$ cat config.mk
export PLATFORM = sky130hd
export DESIGN_NAME = rrpe_encoder
export DESIGN_NICKNAME = d
export VERILOG_FILES = /design/src/inc/rrpe_pkg.sv /design/src/hdl/rrpe_encoder.sv /design/src/hdl/rrpe_sat_scan.sv
export SDC_FILE = /design/constraint.sdc
export NUM_CORES = 1
export LEC_CHECK = 0
export ABC_AREA = 1
export ABC_CLOCK_PERIOD_IN_PS = 3650
export BUFFER_PORTS_ARGS = -buffer_cell sky130_fd_sc_hd__buf_2
export CAP_MARGIN = 10
export CORE_MARGIN = 2
export CORE_UTILIZATION = 50
export CTS_CLUSTER_DIAMETER = 30
export DETAILED_ROUTE_END_ITERATION = 16
export PLACE_DENSITY = 0.77
export RECOVER_POWER = 25
export SETUP_SLACK_MARGIN = 0.05
export SYNTH_ARGS = -nofsm -noshare
export SYNTH_HDL_FRONTEND = slang
export SYNTH_SLANG_ARGS = --single-unit
export TNS_END_PERCENT = 20
$ cat constraint.sdc
create_clock -name core_clk_i -period 3.65 [get_ports core_clk_i]
set_input_delay 0.5475 -clock core_clk_i [delete_from_list [all_inputs] [get_ports core_clk_i]]
set_output_delay 0.5475 -clock core_clk_i [all_outputs]
set_load 0.05 [all_outputs]
$ cat src/inc/rrpe_pkg.sv
package rrpe_pkg;

	// Report identifiers sent to the host.
	localparam logic [7:0] RPT_SIG  = 8'h47;
	localparam logic [7:0] RPT_FIX  = 8'h4A;
	localparam logic [7:0] RPT_ID   = 8'h4B;
	localparam logic [7:0] RPT_OSC  = 8'h4D;
	localparam logic [7:0] RPT_TIME = 8'h4E;
	localparam logic [7:0] RPT_OPT  = 8'h55;

	// Request and command identifiers received from the host.
	localparam logic [7:0] REQ_SIG  = 8'h27;
	localparam logic [7:0] REQ_ID_A = 8'h25;
	localparam logic [7:0] REQ_ID_B = 8'h26;
	localparam logic [7:0] REQ_OSC  = 8'h2D;
	localparam logic [7:0] REQ_TIME = 8'h2E;
	localparam logic [7:0] CMD_OPT  = 8'h35;

	localparam logic [7:0] ASCII_YES = 8'h59;
	localparam logic [7:0] ASCII_NO  = 8'h4E;

	localparam int unsigned MAX_SATS  = 12;
	localparam int unsigned SAT_IDX_W = 4;
	localparam int unsigned PAY_W     = 160;
	localparam int unsigned FLT_SIGN  = 31;

	// Body lengths in bytes.
	localparam logic [4:0] LEN_FIX  = 5'h14;
	localparam logic [4:0] LEN_ID   = 5'h03;
	localparam logic [4:0] LEN_WORD = 5'h04;
	localparam logic [4:0] LEN_BYTE = 5'h01;
	localparam logic [4:0] LEN_SAT  = 5'h05;

	// Option bit positions.
	localparam int unsigned OPT0_XYZ     = 0;
	localparam int unsigned OPT0_LLA     = 1;
	localparam int unsigned OPT0_ALT_MSL = 2;
	localparam int unsigned OPT0_DOUBLE  = 4;
	localparam int unsigned OPT0_SUPER   = 5;
	localparam int unsigned OPT1_VXYZ    = 0;
	localparam int unsigned OPT1_VENU    = 1;
	localparam int unsigned OPT2_UTC     = 0;
	localparam int unsigned OPT2_PPS_LO  = 5;
	localparam int unsigned OPT3_RAW     = 0;
	localparam int unsigned OPT3_DBHZ    = 3;
	localparam int unsigned OPT3_SIGLVL  = 5;

	// Writable bits of each options byte; reserved bits hold zero.
	localparam logic [7:0] OPT0_MASK = 8'h37;
	localparam logic [7:0] OPT1_MASK = 8'h03;
	localparam logic [7:0] OPT2_MASK = 8'h61;
	localparam logic [7:0] OPT3_MASK = 8'h29;
	localparam logic [7:0] OPT0_RST  = 8'h02;
	localparam logic [7:0] OPT1_RST  = 8'h00;
	localparam logic [7:0] OPT2_RST  = 8'h00;
	localparam logic [7:0] OPT3_RST  = 8'h20;

	// Status byte bit positions.
	localparam int unsigned ST1_RTC   = 1;
	localparam int unsigned ST1_ALM   = 3;
	localparam int unsigned ST2_SUPER = 0;

	// Register port map.
	localparam logic [3:0] REG_OPT0   = 4'h0;
	localparam logic [3:0] REG_OPT1   = 4'h1;
	localparam logic [3:0] REG_OPT2   = 4'h2;
	localparam logic [3:0] REG_OPT3   = 4'h3;
	localparam logic [3:0] REG_STAT1  = 4'h4;
	localparam logic [3:0] REG_STAT2  = 4'h5;
	localparam logic [3:0] REG_RXTYPE = 4'h6;
	localparam logic [3:0] REG_PEND   = 4'h7;

	// Report kinds; lower code wins arbitration.
	typedef enum logic [2:0] {
		K_FIX  = 3'b000,
		K_ID   = 3'b001,
		K_TIME = 3'b010,
		K_OSC  = 3'b011,
		K_OPT  = 3'b100,
		K_SIG  = 3'b101
	} rrpe_kind_e;

	typedef enum logic [0:0] {
		ST_IDLE = 1'b0,
		ST_BODY = 1'b1
	} rrpe_state_e;

endpackage : rrpe_pkg

$ cat src/hdl/rrpe_encoder.sv
`timescale 1ns/1ps
////////////////////////////////////////////////////////////////////////////////
module rrpe_encoder #(
	parameter logic [7:0] RECEIVER_TYPE_CODE = 8'hA5 // Arbitrary value.
) (
	input  wire logic        core_clk_i,
	input  wire logic        srst_i,
	input  wire logic [3:0]  reg_addr_i,
	input  wire logic [7:0]  reg_wdata_i,
	input  wire logic        reg_we_i,
	input  wire logic        reg_re_i,
	output logic      [7:0]  reg_rdata_o,
	input  wire logic        rx_valid_i,
	input  wire logic [7:0]  rx_data_i,
	input  wire logic        rx_first_i,
	input  wire logic        rx_last_i,
	output logic             tx_valid_o,
	output logic      [7:0]  tx_data_o,
	output logic             tx_first_o,
	output logic             tx_last_o,
	input  wire logic        tx_ready_i,
	input  wire logic        fix_done_i,
	input  wire logic [31:0] lat_i,
	input  wire logic [31:0] lon_i,
	input  wire logic [31:0] alt_hae_i,
	input  wire logic [31:0] alt_msl_i,
	input  wire logic [31:0] clk_bias_i,
	input  wire logic [31:0] tof_gps_i,
	input  wire logic [31:0] tof_utc_i,
	input  wire logic [11:0] sat_valid_i,
	output logic      [3:0]  sat_idx_o,
	input  wire logic [7:0]  sat_num_i,
	input  wire logic [31:0] sat_lvl_amu_i,
	input  wire logic [31:0] sat_lvl_dbhz_i,
	input  wire logic [31:0] osc_offset_i,
	input  wire logic        sat_time_valid_i,
	output logic             time_set_accept_o,
	input  wire logic        rtc_unavail_i,
	input  wire logic        almanac_stale_i,
	input  wire logic        health_sent_i,
	output logic             pos_xyz_en_o,
	output logic             vel_xyz_en_o,
	output logic             vel_enu_en_o,
	output logic             dbl_prec_o,
	output logic             superpkt_en_o,
	output logic             raw_meas_en_o,
	output logic             time_utc_o,
	output logic      [1:0]  pps_mode_o
);

	localparam int unsigned PW = rrpe_pkg::PAY_W;

	logic [7:0]  opt_q [4];
	logic [7:0]  shadow_q [3];
	logic [7:0]  rx_id_q;
	logic [2:0]  rx_cnt_q;
	logic [5:0]  pend_q, pend_d, set_v, clr_v;
	logic        boot_q;
	logic [159:0] fix_q;
	logic [7:0]  time_ans_q;
	logic [7:0]  stat1, stat2, stat1_last_q;
	rrpe_pkg::rrpe_state_e st_q;
	rrpe_pkg::rrpe_kind_e kind_q, grant;
	logic        grant_ok, adv, load;
	logic [PW-1:0] payload_q;
	logic [4:0]  len_q;
	logic [3:0]  sidx_q;
	logic [11:0] mask_q, scan_mask;
	logic [3:0]  scan_cnt, scan_next;
	logic        scan_found;
	logic        tx_valid_q, tx_first_q, tx_last_q;
	logic [7:0]  tx_data_q;
	logic [7:0]  reg_rdata_q;

	////////////////////////////////////////////////////////////////////////////
	// Host packet decode. A packet ends on its last byte; a one-byte packet
	// carries its identifier and its end in the same beat.
	logic       rx_end;
	logic [7:0] rx_id;
	logic       req_sig, req_id, req_osc, req_time, req_opt, cmd_opt;

	assign rx_end   = rx_valid_i && rx_last_i;
	assign rx_id    = rx_first_i ? rx_data_i : rx_id_q;
	assign req_sig  = rx_end && (rx_id == rrpe_pkg::REQ_SIG);
	assign req_id   = rx_end && (rx_id == rrpe_pkg::REQ_ID_A || rx_id == rrpe_pkg::REQ_ID_B);
	assign req_osc  = rx_end && (rx_id == rrpe_pkg::REQ_OSC);
	assign req_time = rx_end && (rx_id == rrpe_pkg::REQ_TIME);
	assign req_opt  = rx_end && (rx_id == rrpe_pkg::CMD_OPT);
	assign cmd_opt  = req_opt && !rx_first_i && (rx_cnt_q == 3'h3);

	always_ff @(posedge core_clk_i) begin
		if (srst_i) begin
			rx_id_q  <= 8'h00;
			rx_cnt_q <= 3'h0;
		end else if (rx_valid_i) begin
			if (rx_first_i) begin
				rx_id_q  <= rx_data_i;
				rx_cnt_q <= 3'h0;
			end else if (rx_cnt_q != 3'h7) begin
				rx_cnt_q <= rx_cnt_q + 3'h1;
			end
		end
	end

	always_ff @(posedge core_clk_i) begin
		if (rx_valid_i && !rx_first_i && rx_cnt_q < 3'h3) begin
			shadow_q[rx_cnt_q[1:0]] <= rx_data_i;
		end
	end

	////////////////////////////////////////////////////////////////////////////
	// Options. The command and the register port write the same layout; the
	// command wins when both land together, since the host link is the owner.
	localparam logic [7:0] OPT_MASK [4] = '{rrpe_pkg::OPT0_MASK, rrpe_pkg::OPT1_MASK,
		rrpe_pkg::OPT2_MASK, rrpe_pkg::OPT3_MASK};
	localparam logic [7:0] OPT_RST [4] = '{rrpe_pkg::OPT0_RST, rrpe_pkg::OPT1_RST,
		rrpe_pkg::OPT2_RST, rrpe_pkg::OPT3_RST};

	genvar g;
	generate
		for (g = 0; g < 4; g++) begin : g_opt
			logic [7:0] cmd_byte;
			assign cmd_byte = (g == 3) ? rx_data_i : shadow_q[g % 3];
			always_ff @(posedge core_clk_i) begin
				if (srst_i) begin
					opt_q[g] <= OPT_RST[g];
				end else if (cmd_opt) begin
					opt_q[g] <= cmd_byte & OPT_MASK[g];
				end else if (reg_we_i && reg_addr_i == 4'(g)) begin
					opt_q[g] <= reg_wdata_i & OPT_MASK[g];
				end
			end
		end
	endgenerate

	// Superpacket choice itself is made elsewhere by the host's own command.
	assign pos_xyz_en_o  = opt_q[0][rrpe_pkg::OPT0_XYZ];
	assign dbl_prec_o    = opt_q[0][rrpe_pkg::OPT0_DOUBLE];
	assign superpkt_en_o = opt_q[0][rrpe_pkg::OPT0_SUPER];
	assign vel_xyz_en_o  = opt_q[1][rrpe_pkg::OPT1_VXYZ];
	assign vel_enu_en_o  = opt_q[1][rrpe_pkg::OPT1_VENU];
	assign time_utc_o    = opt_q[2][rrpe_pkg::OPT2_UTC];
	assign pps_mode_o    = opt_q[2][rrpe_pkg::OPT2_PPS_LO +: 2];
	assign raw_meas_en_o = opt_q[3][rrpe_pkg::OPT3_RAW];

	////////////////////////////////////////////////////////////////////////////
	// Status bytes and report triggers.
	logic sig_en, fix_sel, fix_take;

	always_comb begin
		stat1 = 8'h00;
		stat2 = 8'h00;
		stat1[rrpe_pkg::ST1_RTC]   = rtc_unavail_i;
		stat1[rrpe_pkg::ST1_ALM]   = almanac_stale_i;
		stat2[rrpe_pkg::ST2_SUPER] = 1'b1;
	end

	assign sig_en  = opt_q[3][rrpe_pkg::OPT3_SIGLVL];
	assign fix_sel = opt_q[0][rrpe_pkg::OPT0_LLA] && !opt_q[0][rrpe_pkg::OPT0_DOUBLE];
	// A fresh fix is not snapshot while the previous one is being sent.
	assign fix_take = (boot_q || (fix_done_i && fix_sel)) &&
		!(st_q == rrpe_pkg::ST_BODY && kind_q == rrpe_pkg::K_FIX);

	always_comb begin
		set_v = 6'h00;
		set_v[rrpe_pkg::K_FIX]  = fix_take;
		set_v[rrpe_pkg::K_ID]   = req_id || health_sent_i || (stat1 != stat1_last_q);
		set_v[rrpe_pkg::K_TIME] = req_time;
		set_v[rrpe_pkg::K_OSC]  = req_osc;
		set_v[rrpe_pkg::K_OPT]  = req_opt;
		set_v[rrpe_pkg::K_SIG]  = req_sig && sig_en;
		clr_v = 6'h00;
		clr_v[grant] = load;
		clr_v[rrpe_pkg::K_SIG] = clr_v[rrpe_pkg::K_SIG] || !sig_en;
		pend_d = (pend_q & ~clr_v) | set_v;
	end

	always_ff @(posedge core_clk_i) begin
		if (srst_i) begin
			pend_q       <= 6'h00;
			boot_q       <= 1'b1;
			stat1_last_q <= 8'h00;
		end else begin
			pend_q       <= pend_d;
			boot_q       <= 1'b0;
			stat1_last_q <= stat1;
		end
	end

	always_ff @(posedge core_clk_i) begin
		if (srst_i) begin
			fix_q <= 160'h0;
		end else if (fix_take) begin
			fix_q[159:128] <= lat_i;
			fix_q[127:96]  <= lon_i;
			fix_q[95:64]   <= opt_q[0][rrpe_pkg::OPT0_ALT_MSL] ? alt_msl_i : alt_hae_i;
			fix_q[63:32]   <= clk_bias_i;
			fix_q[31:0]    <= opt_q[2][rrpe_pkg::OPT2_UTC] ? tof_utc_i : tof_gps_i;
			if (boot_q) begin
				fix_q[rrpe_pkg::FLT_SIGN] <= 1'b1;
			end
		end
	end

	always_ff @(posedge core_clk_i) begin
		if (srst_i) begin
			time_ans_q        <= rrpe_pkg::ASCII_YES;
			time_set_accept_o <= 1'b0;
		end else begin
			time_set_accept_o <= req_time && !sat_time_valid_i;
			if (req_time) begin
				time_ans_q <= sat_time_valid_i ? rrpe_pkg::ASCII_NO : rrpe_pkg::ASCII_YES;
			end
		end
	end

	////////////////////////////////////////////////////////////////////////////
	// Arbitration and byte sequencing. The output stage is one register deep
	// and moves whenever it is empty or the host side takes the byte.
	always_comb begin
		grant    = rrpe_pkg::K_SIG;
		grant_ok = 1'b0;
		// A level request left over from before the option was cleared must not start.
		for (int i = 5; i >= 0; i--) begin
			if (pend_q[i] && (sig_en || i != int'(rrpe_pkg::K_SIG))) begin
				grant    = rrpe_pkg::rrpe_kind_e'(3'(i));
				grant_ok = 1'b1;
			end
		end
	end

	assign adv       = !tx_valid_q || tx_ready_i;
	assign load      = adv && grant_ok && st_q == rrpe_pkg::ST_IDLE;
	assign scan_mask = (st_q == rrpe_pkg::ST_IDLE) ? sat_valid_i : mask_q;
	assign sat_idx_o = scan_next;

	rrpe_sat_scan u_scan (
		.mask_i  (scan_mask),
		.start_i (sidx_q),
		.count_o (scan_cnt),
		.next_o  (scan_next),
		.found_o (scan_found)
	);

	logic [31:0] sat_lvl;
	logic        body_end;
	assign sat_lvl  = opt_q[3][rrpe_pkg::OPT3_DBHZ] ? sat_lvl_dbhz_i : sat_lvl_amu_i;
	assign body_end = (len_q == 5'h01) && !(kind_q == rrpe_pkg::K_SIG && scan_found);

	always_ff @(posedge core_clk_i) begin
		if (srst_i) begin
			st_q       <= rrpe_pkg::ST_IDLE;
			kind_q     <= rrpe_pkg::K_FIX;
			payload_q  <= '0;
			len_q      <= 5'h00;
			sidx_q     <= 4'h0;
			mask_q     <= 12'h000;
			tx_valid_q <= 1'b0;
			tx_data_q  <= 8'h00;
			tx_first_q <= 1'b0;
			tx_last_q  <= 1'b0;
		end else if (adv) begin
			unique case (st_q)
				rrpe_pkg::ST_IDLE: begin
					tx_valid_q <= grant_ok;
					tx_first_q <= grant_ok;
					tx_last_q  <= 1'b0;
					if (grant_ok) begin
						kind_q <= grant;
						st_q   <= rrpe_pkg::ST_BODY;
						sidx_q <= 4'h0;
						mask_q <= sat_valid_i;
						unique case (grant)
							rrpe_pkg::K_FIX: begin
								tx_data_q <= rrpe_pkg::RPT_FIX;
								payload_q <= fix_q;
								len_q     <= rrpe_pkg::LEN_FIX;
							end
							rrpe_pkg::K_ID: begin
								tx_data_q <= rrpe_pkg::RPT_ID;
								payload_q <= {RECEIVER_TYPE_CODE, stat1, stat2, 136'h0};
								len_q     <= rrpe_pkg::LEN_ID;
							end
							rrpe_pkg::K_TIME: begin
								tx_data_q <= rrpe_pkg::RPT_TIME;
								payload_q <= {time_ans_q, 152'h0};
								len_q     <= rrpe_pkg::LEN_BYTE;
							end
							rrpe_pkg::K_OSC: begin
								tx_data_q <= rrpe_pkg::RPT_OSC;
								payload_q <= {osc_offset_i, 128'h0};
								len_q     <= rrpe_pkg::LEN_WORD;
							end
							rrpe_pkg::K_OPT: begin
								tx_data_q <= rrpe_pkg::RPT_OPT;
								payload_q <= {opt_q[0], opt_q[1], opt_q[2], opt_q[3], 128'h0};
								len_q     <= rrpe_pkg::LEN_WORD;
							end
							default: begin
								tx_data_q <= rrpe_pkg::RPT_SIG;
								payload_q <= {4'h0, scan_cnt, 152'h0};
								len_q     <= rrpe_pkg::LEN_BYTE;
							end
						endcase
					end
				end
				rrpe_pkg::ST_BODY: begin
					tx_valid_q <= 1'b1;
					tx_first_q <= 1'b0;
					tx_data_q  <= payload_q[PW-1 -: 8];
					tx_last_q  <= body_end;
					if (body_end) begin
						st_q <= rrpe_pkg::ST_IDLE;
					end else if (len_q == 5'h01) begin
						// Level sign and magnitude are passed through untouched.
						payload_q <= {sat_num_i, sat_lvl, 120'h0};
						len_q     <= rrpe_pkg::LEN_SAT;
						sidx_q    <= scan_next + 4'h1;
					end else begin
						payload_q <= {payload_q[PW-9:0], 8'h00};
						len_q     <= len_q - 5'h01;
					end
				end
			endcase
		end
	end

	assign tx_valid_o = tx_valid_q;
	assign tx_data_o  = tx_data_q;
	assign tx_first_o = tx_first_q;
	assign tx_last_o  = tx_last_q;

	////////////////////////////////////////////////////////////////////////////
	// Register port: read data follow the read strobe by one cycle.
	always_ff @(posedge core_clk_i) begin
		if (srst_i) begin
			reg_rdata_q <= 8'h00;
		end else if (reg_re_i) begin
			unique case (reg_addr_i)
				rrpe_pkg::REG_OPT0:   reg_rdata_q <= opt_q[0];
				rrpe_pkg::REG_OPT1:   reg_rdata_q <= opt_q[1];
				rrpe_pkg::REG_OPT2:   reg_rdata_q <= opt_q[2];
				rrpe_pkg::REG_OPT3:   reg_rdata_q <= opt_q[3];
				rrpe_pkg::REG_STAT1:  reg_rdata_q <= stat1;
				rrpe_pkg::REG_STAT2:  reg_rdata_q <= stat2;
				rrpe_pkg::REG_RXTYPE: reg_rdata_q <= RECEIVER_TYPE_CODE;
				rrpe_pkg::REG_PEND:   reg_rdata_q <= {2'h0, pend_q};
				default:              reg_rdata_q <= 8'h00;
			endcase
		end
	end
	assign reg_rdata_o = reg_rdata_q;

	////////////////////////////////////////////////////////////////////////////
	// Checks. The body counter counts accepted bytes after the identifier.
	logic [4:0] hcnt_q;
	logic       acc;
	assign acc = tx_valid_q && tx_ready_i;
	always_ff @(posedge core_clk_i) begin
		if (srst_i || (acc && tx_first_q)) begin
			hcnt_q <= 5'h00;
		end else if (acc) begin
			hcnt_q <= hcnt_q + 5'h01;
		end
	end
endmodule : rrpe_encoder

$ cat src/hdl/rrpe_sat_scan.sv
`timescale 1ns/1ps
module rrpe_sat_scan (
	input  wire logic [11:0] mask_i,
	input  wire logic [3:0]  start_i,
	output logic      [3:0]  count_o,
	output logic      [3:0]  next_o,
	output logic             found_o
);

	logic [11:0] hit;

	genvar g;
	generate
		for (g = 0; g < 12; g++) begin : g_hit
			assign hit[g] = mask_i[g] && (4'(g) >= start_i);
		end
	endgenerate

	always_comb begin
		count_o = 4'h0;
		next_o  = 4'h0;
		found_o = 1'b0;
		for (int i = 11; i >= 0; i--) begin
			count_o = count_o + {3'h0, mask_i[i]};
			if (hit[i]) begin
				next_o  = 4'(i);
				found_o = 1'b1;
			end
		end
	end

endmodule : rrpe_sat_scan

==> out/metrics.csv <==
metric;value;unit
area_delta_synth_final;27.5;%
power_density;682;nW/um^2
drt_iter0_drc;1602;
cts.reportedPaths.clkPinSlew;0.05;ns
syn_area;19000;um^2
finalHoldViolations;0;
final-setup-viol-count;2;
synth_top_cell_by_area;dfxtp_1;
slew_viol_final;164;
drc;0;
core_area;37600;um^2
syn_inst;2565;
cts_tree;done;
ioPinCount;406;
drv_cap;2;
nets;3303;
antenna_found_initial;11;
hpwlAfterDp;42200;um
async_reset_ff_share;0;%
wl;62300;um
cp-start-kind;register;
numPortBuffers;404;
slew-limit-headroom;-17.7;%
ant_nets;0;
synth_top_cell_area_share;40.7;%
grt_pass1_vias;18200;
met2_usage;50.5;%
end_kind;register;
track_usage;30.4;%
ys_warn_count;0;
cp.required;4.10;ns
ctsRootBufferMaster;clkbuf_16;
final_common_cell;dfxtp_1;
path_max_fanout;5;
post_cts.repair.setup_buffers;0;
synth_area_leaders;dfxtp_1 41%, o21ai_0 9.7%, nand2_1 6.9%, a21oi_1 6.9%, inv_1 6.1%;
place_area;21100;um^2
finalClockSkew;0.0240;ns
clock_path_buffers;3;
ir_drop;0.543;mV
grt_max_degree;130;
overflow;0;
synth-main-ff-cell;dfxtp_1;
final_util;64.6;%
dp_cells;3329;
die_w;199;um
viasPerCell;5.54;
syn_area_per_cell;7.42;um^2
gr-max-usage-layer;met2;
fin_cells;3509;
status;complete, but fails checks;
power.leakage;10.3;nW
final_area;24300;um^2
die_area;39600;um^2
crit_type;reg -> reg;
rsz0062_at_grt;true;
die_y;199;um
yosysUniqueCellTypes;54;
fmax;266;MHz
cts_max_level;3;
met1_usage;38.3;%
synth_fp_nets;2958;
cp_data_arrival_time;4.21;ns
drive_gt1_share;21.8;%
finalCriticalPeriod;3.76;ns
worst_hold_slack;0.190;ns
violations;capacitance limit, slew limit, setup timing;
setup-tns-final;-0.208;ns
synth-edff-count;23;
grt_pass1_wl;95200;um
cts.sinks;410;
setup_ws;-0.111;ns
timing.final.crit_share;103;%
place_ws;-0.364;ns
seq_area_frac_synth;44.4;%
clkLatencyLatePin;0.61;ns
ys_seq_elements;410;
wl_per_cell;17.7;um
layout_common_cells;386 x dfxtp_1, 367 x o21ai_0, 366 x buf_2;
fp-row-count;71;
power;16.6;mW
grtUsageMet3;6.09;%
place_congestion;0.958;
vias;19400;
initial_core_util;50.6;%
firstDrtPassIters;6;
worstMarginPinSlew;1.77;ns
hold_path.class;in -> reg;
cts_buffers;90;
==> routing by layer <==
metal,vias up,share of wire [%]
met5,-,0.019
met4,2,3.6
met3,157,8.0
met2,819,48
met1,9104,40
li1,9342,-
==> cell families after synthesis <==
group | after synthesis | share of synthesized area, %
flops | 410 | 44.4
fa+ha+maj | 20 | 1.59
mux | 17 | 0.894
simple gates | 656 | 13.6
xor+xnor | 3 | 0.138
compound gates | 955 | 28.4
buf+inv | 504 | 11.0
==> sequential cells by signal (all words and copies together), names as in the netlist, 2 cells and up <==
register / count
fix_q: 160
kind_q: 3
len_q: 5
mask_q: 12
opt_q: 13
payload_q: 160
pend_q: 6
reg_rdata_o: 8
rx_cnt_q: 3
rx_id_q: 8
shadow_q: 10
sidx_q: 4
stat1_last_q: 2
time_ans_q: 2
tx_data_o: 8
==> critical path, cell delays in order, from the launching register on <==
cell and delay, ns:
dfxtp_2 0.37, inv_2 0.07, nand2_1 0.06, nand2_1 0.09, ha_1 0.30, inv_1 0.05, fa_1 0.49, fa_1 0.43
fa_1 0.50, inv_1 0.05, fa_2 0.35, fa_2 0.42, nand2_1 0.08, o2111ai_1 0.11, a21oi_1 0.15, a21oi_1 0.07
==> final timing paths <==
path / slack, ns / depth (start not counted) / start / end
max reg2reg: -0.11 / 15 / st_q / payload_q[153]
max: -0.11 / 15 / st_q / payload_q[153]
min: 0.19 / 3 / sat_valid_i[2] / mask_q[2]
min reg2reg: 0.45 / 2 / payload_q[9] / payload_q[9]
==> power by group <==
group | leakage (nW) | switching (mW) | internal [mW] | total [mW]
registers | 3.42 | 0.266 | 5.08 | 5.35
logic | 5.33 | 1.94 | 0.972 | 2.92
clock network | 1.53 | 2.78 | 5.51 | 8.29
==> what timing repair did <==
action | in CTS | in global routing
resized for setup | 1 | 3
hold buffers | 0 | 0
pin swaps | 0 | 1
setup endpoints to repair | 3 | 4
==> Yosys cell counts, types with 5 or more instances <==
cell type and number:
fa_1 7, a31oi_1 42, a21oi_1 261, o32ai_1 11, buf_8 7, ha_1 13, a221oi_1 23, a32o_1 8
nand3_1 27, o211ai_1 7, mux2i_1 17, nor2_1 247, buf_6 8, o21ai_0 368, nand2_1 349, o21ai_1 89
nand4_1 7, a21oi_2 60, clkbuf_1 137, dfxtp_1 387, o22ai_1 56, buf_1 7, nor3_1 15, buf_4 12
buf_2 15, inv_1 310, a22oi_1 8, clkinv_1 5, edfxtp_1 23
==> layout make-up <==
class	instances	area (um^2)
Sequential cell	410	8440
Clock buffer	105	2450
Antenna cell	10	25.0
Inverter	318	1200
Clock inverter	65	718
Multi-Input combinational cell	1651	8530
Fill cell	3260	13300
Timing Repair Buffer	439	2260
Tap cell	511	639
(Power assumes the default switching activity.)
